--- config.mk ---
export PLATFORM = sky130hd
export DESIGN_NAME = disk_suspend_resume_sequencer
export DESIGN_NICKNAME = d
export VERILOG_FILES = /design/src/hdl/seq_pkg.sv /design/src/hdl/tick_if.sv /design/src/hdl/tick_gen.sv /design/src/hdl/disk_suspend_resume_sequencer.sv
export SDC_FILE = /design/constraint.sdc
export NUM_CORES = 1
export LEC_CHECK = 0
export ABC_AREA = 1
export BUFFER_PORTS_ARGS = -buffer_cell sky130_fd_sc_hd__buf_2
export CAP_MARGIN = 20
export CORE_ASPECT_RATIO = 0.8
export CORE_MARGIN = 2
export CORE_UTILIZATION = 25
export DETAILED_ROUTE_END_ITERATION = 12
export HOLD_SLACK_MARGIN = 0.05
export SYNTH_ARGS = -nofsm -noshare
export SYNTH_HDL_FRONTEND = slang
export SYNTH_SLANG_ARGS = --single-unit
--- constraint.sdc ---
create_clock -name clock -period 1.6 [get_ports clock]
set_input_delay 0.32 -clock clock [delete_from_list [all_inputs] [get_ports clock]]
set_output_delay 0.32 -clock clock [all_outputs]
set_load 0.05 [all_outputs]
--- src/hdl/seq_pkg.sv ---
package seq_pkg;
  // main clock rate and tick timing
  localparam int unsigned clock_mhz = 250;
  localparam int unsigned tick_us = 32;
  localparam int unsigned tick_cycles = tick_us * clock_mhz;
  localparam logic [12:0] tick_last = 13'(tick_cycles - 1);
  // waits, each in its own unit, then converted to whole ticks rounding up
  localparam int unsigned plane_wait_ticks = 1;
  localparam int unsigned halt_hold_ms = 16;
  localparam int unsigned status_wait_ms = 1;
  localparam int unsigned pgood_wait_ticks = 1;
  localparam int unsigned tick_after_status = 1;
  localparam int unsigned halt_freeze_ticks = 2;
  localparam int unsigned cpu_release_ticks = 1;
  localparam logic [9:0] halt_hold_ticks = 10'((halt_hold_ms * 1000 + tick_us - 1) / tick_us);
  localparam logic [9:0] status_ticks = 10'((status_wait_ms * 1000 + tick_us - 1) / tick_us);
  localparam logic [9:0] tick_cnt_reset = 10'h000;
  typedef enum logic [3:0] {
    st_on,
    st_req_halt,
    st_wait_grant,
    st_sleep,
    st_status,
    st_halt,
    st_planes_off,
    st_suspended,
    st_resume_wait,
    st_core_wait,
    st_halt_release,
    st_status_wait,
    st_pci_release,
    st_cpu_release
  } seq_state_t;
endpackage

--- src/hdl/tick_if.sv ---
`timescale 1ns/1ps
`default_nettype none
interface tick_if;
  logic tick;
  modport source (output tick);
  modport sink (input tick);
endinterface
`default_nettype wire

--- src/hdl/tick_gen.sv ---
`timescale 1ns/1ps
`default_nettype none
module tick_gen #(
  parameter logic [12:0] tick_last = seq_pkg::tick_last
) (
  input wire logic clock,
  input wire logic rstn,
  input wire logic clk_en,
  tick_if.source t
);
  logic [12:0] cnt_r;
  logic [12:0] cnt_nxt;
  logic tick_r;
  logic tick_nxt;
  // one pulse each roughly 32 us of the main clock
  always_comb begin
    tick_nxt = (cnt_r == tick_last);
    cnt_nxt = tick_nxt ? 13'h0000 : cnt_r + 13'h0001;
  end
  always_ff @(posedge clock) begin
    if (!rstn) begin
      cnt_r <= 13'h0000;
      tick_r <= 1'b0;
    end else if (clk_en) begin
      cnt_r <= cnt_nxt;
      tick_r <= tick_nxt;
    end
  end
  assign t.tick = tick_r & clk_en;
endmodule
`default_nettype wire

--- src/hdl/disk_suspend_resume_sequencer.sv ---
`timescale 1ns/1ps
`default_nettype none
module disk_suspend_resume_sequencer #(
  // tick may be shortened for simulation; every wait is counted in ticks
  parameter logic [12:0] tick_last = seq_pkg::tick_last
) (
  input wire logic clock,
  input wire logic rstn,
  input wire logic clk_en,
  input wire logic suspend_request,
  input wire logic resume_event,
  input wire logic core_power_ok,
  input wire logic power_good,
  input wire logic stop_grant_done,
  input wire logic clock_control_en,
  output logic power_plane_suspend_n,
  output logic pci_clock_halt_n,
  output logic pci_clock_halt_oe,
  output logic processor_clock_halt_n,
  output logic processor_clock_halt_oe,
  output logic pci_reset_n,
  output logic processor_reset,
  output logic processor_sleep_n,
  output logic processor_clock_halt_request_n,
  output logic suspend_status_n,
  output logic suspend_tick_out,
  output logic halt_may_change
);
  tick_if tk ();
  tick_gen #(
    .tick_last(tick_last)
  ) u_tick (
    .clock(clock),
    .rstn(rstn),
    .clk_en(clk_en),
    .t(tk)
  );

  // pin inputs except clock_control_en cross two flops before any logic looks at them
  logic [4:0] sync1_r;
  logic [4:0] sync2_r;
  always_ff @(posedge clock) begin
    if (!rstn) begin
      sync1_r <= 5'h00;
      sync2_r <= 5'h00;
    end else if (clk_en) begin
      sync1_r <= {suspend_request, resume_event, core_power_ok, power_good, stop_grant_done};
      sync2_r <= sync1_r;
    end
  end
  logic req_s;
  logic resume_s;
  logic core_s;
  logic pgood_s;
  logic grant_s;
  assign {req_s, resume_s, core_s, pgood_s, grant_s} = sync2_r;

  logic tick;
  assign tick = tk.tick;

  seq_pkg::seq_state_t state_r;
  seq_pkg::seq_state_t state_nxt;
  logic [9:0] cnt_r;
  logic [9:0] cnt_nxt;
  // 16 ms timer runs beside the main counter from plane release
  logic [9:0] plane_cnt_r;
  logic [9:0] plane_cnt_nxt;
  logic [9:0] pg_cnt_r;
  logic [9:0] pg_cnt_nxt;
  logic plane_n_r, plane_n_nxt;
  logic halt_n_r, halt_n_nxt;
  logic halt_oe_r, halt_oe_nxt;
  logic prst_n_r, prst_n_nxt;
  logic crst_r, crst_nxt;
  logic sleep_n_r, sleep_n_nxt;
  logic hreq_n_r, hreq_n_nxt;
  logic stat_n_r, stat_n_nxt;
  logic suspend_tick_out_en_r, suspend_tick_out_en_nxt;
  logic suspend_tick_out_r, suspend_tick_out_nxt;
  logic may_chg_r, may_chg_nxt;

  always_comb begin
    state_nxt = state_r;
    cnt_nxt = cnt_r;
    plane_cnt_nxt = plane_cnt_r;
    pg_cnt_nxt = pg_cnt_r;
    plane_n_nxt = plane_n_r;
    halt_n_nxt = halt_n_r;
    halt_oe_nxt = halt_oe_r;
    prst_n_nxt = prst_n_r;
    crst_nxt = crst_r;
    sleep_n_nxt = sleep_n_r;
    hreq_n_nxt = hreq_n_r;
    stat_n_nxt = stat_n_r;
    suspend_tick_out_en_nxt = suspend_tick_out_en_r;
    suspend_tick_out_nxt = suspend_tick_out_r;
    may_chg_nxt = may_chg_r;
    // suspend clock toggles per tick once enabled, low otherwise
    if (tick) begin
      suspend_tick_out_nxt = suspend_tick_out_en_r ? ~suspend_tick_out_r : 1'b0;
      if (plane_cnt_r != 10'h3ff) begin
        plane_cnt_nxt = plane_cnt_r + 10'h001;
      end
      if (pgood_s && pg_cnt_r != 10'h3ff) begin
        pg_cnt_nxt = pg_cnt_r + 10'h001;
      end
    end
    if (!pgood_s) begin
      pg_cnt_nxt = seq_pkg::tick_cnt_reset;
    end
    // core power up: outputs go to their safe levels without waiting
    if (core_s && (state_r == seq_pkg::st_resume_wait || state_r == seq_pkg::st_suspended)) begin
      halt_oe_nxt = 1'b0;
      prst_n_nxt = 1'b0;
      crst_nxt = 1'b1;
      sleep_n_nxt = 1'b1;
      hreq_n_nxt = 1'b1;
    end
    case (state_r)
      seq_pkg::st_on: begin
        if (req_s && tick) begin
          halt_n_nxt = 1'b1;
          halt_oe_nxt = 1'b1;
          may_chg_nxt = 1'b0;
          state_nxt = seq_pkg::st_req_halt;
        end
      end
      seq_pkg::st_req_halt: begin
        if (tick) begin
          hreq_n_nxt = 1'b0;
          state_nxt = seq_pkg::st_wait_grant;
        end
      end
      seq_pkg::st_wait_grant: begin
        if (tick && grant_s) begin
          sleep_n_nxt = 1'b0;
          state_nxt = seq_pkg::st_sleep;
        end
      end
      seq_pkg::st_sleep: begin
        if (tick) begin
          stat_n_nxt = 1'b0;
          suspend_tick_out_en_nxt = 1'b0;
          state_nxt = seq_pkg::st_status;
        end
      end
      seq_pkg::st_status: begin
        if (tick) begin
          halt_n_nxt = ~clock_control_en;
          state_nxt = seq_pkg::st_halt;
        end
      end
      seq_pkg::st_halt: begin
        if (tick) begin
          plane_n_nxt = 1'b0;
          state_nxt = seq_pkg::st_planes_off;
        end
      end
      seq_pkg::st_planes_off: begin
        // outputs stay as they are while power good holds
        if (tick && !pgood_s) begin
          halt_oe_nxt = 1'b0;
          prst_n_nxt = 1'b0;
          crst_nxt = 1'b1;
          sleep_n_nxt = 1'b1;
          hreq_n_nxt = 1'b1;
          state_nxt = seq_pkg::st_suspended;
        end
      end
      seq_pkg::st_suspended: begin
        if (resume_s) begin
          cnt_nxt = seq_pkg::tick_cnt_reset;
          state_nxt = seq_pkg::st_resume_wait;
        end
      end
      seq_pkg::st_resume_wait: begin
        // a tick is counted only after resume was seen, so one full tick passes
        if (tick) begin
          cnt_nxt = cnt_r + 10'h001;
          if (cnt_r >= 10'(seq_pkg::plane_wait_ticks)) begin
            plane_n_nxt = 1'b1;
            plane_cnt_nxt = seq_pkg::tick_cnt_reset;
            state_nxt = seq_pkg::st_core_wait;
          end
        end
      end
      seq_pkg::st_core_wait: begin
        if (core_s) begin
          halt_oe_nxt = 1'b0;
          prst_n_nxt = 1'b0;
          crst_nxt = 1'b1;
          sleep_n_nxt = 1'b1;
          hreq_n_nxt = 1'b1;
          if (pgood_s) begin
            halt_n_nxt = ~clock_control_en;
            halt_oe_nxt = 1'b1;
            state_nxt = seq_pkg::st_halt_release;
          end
        end
      end
      seq_pkg::st_halt_release: begin
        // counts are whole ticks past the cause, hence the +1 margin
        if (tick && plane_cnt_r > seq_pkg::halt_hold_ticks
            && pg_cnt_r > 10'(seq_pkg::pgood_wait_ticks)) begin
          halt_n_nxt = 1'b1;
          cnt_nxt = seq_pkg::tick_cnt_reset;
          state_nxt = seq_pkg::st_status_wait;
        end
      end
      seq_pkg::st_status_wait: begin
        if (tick) begin
          cnt_nxt = cnt_r + 10'h001;
          if (cnt_r > seq_pkg::status_ticks) begin
            stat_n_nxt = 1'b1;
            cnt_nxt = seq_pkg::tick_cnt_reset;
            state_nxt = seq_pkg::st_pci_release;
          end
        end
      end
      seq_pkg::st_pci_release: begin
        if (tick) begin
          // pci reset leaves on the first tick after status release
          prst_n_nxt = 1'b1;
          cnt_nxt = seq_pkg::tick_cnt_reset;
          state_nxt = seq_pkg::st_cpu_release;
        end
      end
      seq_pkg::st_cpu_release: begin
        if (tick) begin
          cnt_nxt = cnt_r + 10'h001;
          if (cnt_r == 10'(seq_pkg::tick_after_status - 1)) begin
            suspend_tick_out_en_nxt = 1'b1;
          end
          if (cnt_r == 10'(seq_pkg::cpu_release_ticks)) begin
            crst_nxt = 1'b0;
          end
          if (cnt_r == 10'(seq_pkg::halt_freeze_ticks)) begin
            may_chg_nxt = 1'b1;
            state_nxt = seq_pkg::st_on;
          end
        end
      end
      default: state_nxt = seq_pkg::st_on;
    endcase
  end

  always_ff @(posedge clock) begin
    if (!rstn) begin
      // reset lands in the powered, running state
      state_r <= seq_pkg::st_on;
      cnt_r <= seq_pkg::tick_cnt_reset;
      plane_cnt_r <= seq_pkg::tick_cnt_reset;
      pg_cnt_r <= seq_pkg::tick_cnt_reset;
      plane_n_r <= 1'b1;
      halt_n_r <= 1'b1;
      halt_oe_r <= 1'b1;
      prst_n_r <= 1'b1;
      crst_r <= 1'b0;
      sleep_n_r <= 1'b1;
      hreq_n_r <= 1'b1;
      stat_n_r <= 1'b1;
      suspend_tick_out_en_r <= 1'b1;
      suspend_tick_out_r <= 1'b0;
      may_chg_r <= 1'b1;
    end else if (clk_en) begin
      state_r <= state_nxt;
      cnt_r <= cnt_nxt;
      plane_cnt_r <= plane_cnt_nxt;
      pg_cnt_r <= pg_cnt_nxt;
      plane_n_r <= plane_n_nxt;
      halt_n_r <= halt_n_nxt;
      halt_oe_r <= halt_oe_nxt;
      prst_n_r <= prst_n_nxt;
      crst_r <= crst_nxt;
      sleep_n_r <= sleep_n_nxt;
      hreq_n_r <= hreq_n_nxt;
      stat_n_r <= stat_n_nxt;
      suspend_tick_out_en_r <= suspend_tick_out_en_nxt;
      suspend_tick_out_r <= suspend_tick_out_nxt;
      may_chg_r <= may_chg_nxt;
    end
  end

  assign power_plane_suspend_n = plane_n_r;
  assign pci_clock_halt_n = halt_n_r;
  assign pci_clock_halt_oe = halt_oe_r;
  assign processor_clock_halt_n = halt_n_r;
  assign processor_clock_halt_oe = halt_oe_r;
  assign pci_reset_n = prst_n_r;
  assign processor_reset = crst_r;
  assign processor_sleep_n = sleep_n_r;
  assign processor_clock_halt_request_n = hreq_n_r;
  assign suspend_status_n = stat_n_r;
  assign suspend_tick_out = suspend_tick_out_r;
  assign halt_may_change = may_chg_r;
endmodule
`default_nettype wire

==> reports/qor.yml <==
outcome:
  status: "finished with violations"
  violations: "setup timing"
layout:
  drive_above_1_share: 0.429
  num_antenna_cells: 0
  final_nets: 788
  final_core_util: 0.407
  syn_to_final_growth_pct: 59.7
sta:
  clock.fmax_mhz: 583
  holdWs_ns: 0.190
  drv_slew: 0
  final.setup.tns_ns: -1.18
  hold_viol_final: 0
  tightest_slew_ns: 0.412
  setup_viol: 18
  finalClockSkew_ns: 0.00403
  timing.final.ws_setup_ns: -0.116
  relSlewSlack: 0.722
  final.min_clock_period_ns: 1.72
  grt_setup_unrepaired: "true"
  fin_crit_sh: 1.07
global_route:
  grt_pass1_wl_mm: 19.6
  track_usage: 0.141
  first_global_vias: 4080
  grt_max_degree: 20
  antenna_found_initial: 0
  grt-ovfl-total: 0
detailed_routing:
  dr.pass1.iters: 5
  num_vias: 4424
  avgViaCountPerCell: 4.48
  drt_iter0_markers: 260
  drc: 0
  wire_per_inst_um: 12.7
  finalWirelength_mm: 12.5
  antenna_left: 0
yosys:
  yosys.area_share.simple: 0.384
  synthMuxAreaShare: 0
  ys_top_cells_by_count: "nand2_1 (140), nor2_1 (91), nand3_1 (71)"
  post-synth-top-count-cell: "nand2_1"
  ys_types: 38
  syn-cell-area_um2: 4020
  async_flop_share: 0
  ys_warn_count: 0
  synth_edf_count: 0
  synthCells: 617
  synth_xor_area_frac: 0.0436
  synth_top_family_by_area: "simple AND/OR/NAND/NOR gates"
  syn_area_per_cell_um2: 6.51
  synth-compound-area-share: 0.113
  synth-main-ff-cell: "dfxtp_1"
  yosys.area.top_type: "dfxtp_1"
  synth.net_count: 637
  synthAdderAreaFrac: 0.0342
  ys_seq_area_frac: 0.344
  synth.area.top_cells: "dfxtp_1 (34%), nand2_1 (13%), nand3_1 (8.8%)"
  synth_seq_cells: 69
  yosysTopAreaCellShare: 0.344
floorplan:
  ios: 21
  dieHeight_um: 117
  start_util: 0.255
  die_area_um2: 17100
  core_um2: 15700
  die_x_um: 146
  num_rows: 41
setup_path:
  cpMaxStageDelayCell: "dfxtp_4"
  crit_family: "simple AND/OR/NAND/NOR gates"
  critPathBufInv: 3
  cp_max_fo: 4
  critical-path-max-stage-delay_ns: 0.37
  r2r_end: "pg_cnt_r[9]$_SDFFE_PN0P_"
  r2r_start: "pg_cnt_r[0]$_SDFFE_PN0P_"
  r2r_slack_ns: -0.12
  critPathKind: "register to register"
  arrival_ns: 2.01
  endpoint_kind: "register"
  start_kind: "register"
  reg2reg_depth: 12
  cp.required_ns: 1.89
  crit_path_cell_trace: "buf_6 -> ha_4 -> nand2_2 -> inv_2 -> nand3_4 -> nor3_4 -> nand2_1 -> nand2_2 -> o21ai_4 -> inv_2 -> nand2_1 -> a21oi_2"
clock_network:
  clk_latency_ns: 0.35
  numCtsBuffers: 9
  cts_root_buf: "clkbuf_16"
  cts.sinks: 69
  cts_max_level: 3
  cts_buffer_depth: 2
  clk_pin_slew_ns: 0.06
  cts_tree: "yes"
power:
  ir_drop_v: 0.000495
  finalPower_mw: 4.10
  p_per_area_nw_per_um2: 639
  p_leak_nw: 2.75
run:
  maxCapViolations: 0
worst_hold_path:
  hp-class: "input port to register"
  hp-start: "suspend_request"
  hold_end: "sync1_r[4]$_SDFFE_PN0P_"
  worst_hold_path.num_cells: 3
placement:
  hpwlAfterDp_mm: 8.52
  gp_congestion: 0.922
  port_buffers: 20
-- cells by family after synthesis --
kind of cell / Yosys count
adder cells (fa/ha/maj): 11
buffers and inverters: 82
XOR/XNOR: 20
AO/OA/AOI/OAI: 86
AND/OR/NAND/NOR: 349
flip-flops: 69
-- worst min-delay path, delay by kind of cell --
kind / cells / cell delay [ns]
buf+inv: 1 / 0.08
simple gates: 2 / 0.11
-- layer usage --
metal  global-route usage  up-vias  share of wire
li1                     -     2311              -
met1                0.198     1995           0.50
met2                0.207       97           0.44
met3               0.0350       21          0.044
met4               0.0533        0          0.018
met5                    0        -              0
-- worst max-delay path by stage --
| stage | from | to | slack (ns) | cells after the start |
|---|---|---|---|---|
| 2_1_floorplan | pg_cnt_r[0]$_SDFFE_PN0P_ | pg_cnt_r[6]$_SDFFE_PN0P_ | 0.0003 | 11 |
| 3_5_place_dp | clk_en | u_tick.cnt_r[11]$_SDFFE_PN0P_ | -0.19 | 9 |
| 3_3_place_gp | clk_en | state_r[0]$_SDFFE_PN0P_ | -0.19 | 13 |
| 4_1_cts | plane_cnt_r[1]$_SDFFE_PN0P_ | state_r[3]$_SDFFE_PN0P_ | -0.05 | 12 |
| 5_1_grt | pg_cnt_r[0]$_SDFFE_PN0P_ | pg_cnt_r[8]$_SDFFE_PN0P_ | -0.22 | 12 |
| 6_report | pg_cnt_r[0]$_SDFFE_PN0P_ | pg_cnt_r[9]$_SDFFE_PN0P_ | -0.12 | 12 |
-- report_power, final --
| group | switching [mW] | leakage (nW) | internal (mW) |
|---|---|---|---|
| registers | 0.0190 | 0.567 | 1.74 |
| logic | 0.161 | 2.04 | 0.0906 |
| clock network | 0.866 | 0.147 | 1.23 |
-- area by class of cell --
class / instances / area [µm²]
flip-flops and latches: 69 / 1410
clock buffers: 9 / 225
multi-input cells: 466 / 2950
clock inverters: 7 / 81.3
repair buffers: 156 / 1220
inverters: 65 / 256
well taps: 215 / 269
fillers: 1598 / 9330
repair inverters: 1 / 3.75
-- through the flow --
stage | worst slack [ns] | cells | cell area (µm²)
after floorplan | 0.000301 | 617 | 4020
after global placement | -0.189 | 956 | 5240
after detailed placement | -0.190 | 956 | 5240
after CTS | -0.0546 | 981 | 5840
after global routing | -0.223 | 988 | 6420
final | -0.116 | 988 | 6420
-- flip-flops by register name (all words and copies together), names as in the netlist, 4 cells and up --
name	cells
cnt_r	10
sync1_r	5
u_tick.cnt_r	13
state_r	4
plane_cnt_r	10
pg_cnt_r	10
sync2_r	5
-- cells in the final DEF, fill, tap and decap left out, drive strengths merged, types with 2 or more instances in the layout --
master,instances
a21oi,44
or2,3
clkinv,3
clkinvlp,2
inv,67
nand2,142
o21ai,34
clkbuf,10
dfxtp,69
nor4,3
nand3b,3
nor3,16
nor3b,4
buf,155
a211oi,2
o22ai,3
xnor2,3
xor2,17
nor2,98
nand3,73
ha,11
nand4,6
-- timing repair --
| action | 4_1_cts | 5_1_grt |
|---|---|---|
| pin swaps | 9 | 46 |
| setup buffers | 7 | 8 |
| gates cloned | 2 | 1 |
| setup endpoints to repair | 41 | 51 |
| hold buffers | 0 | 0 |
| gates resized for setup | 63 | 150 |
Power figures use the tool's default switching activity.
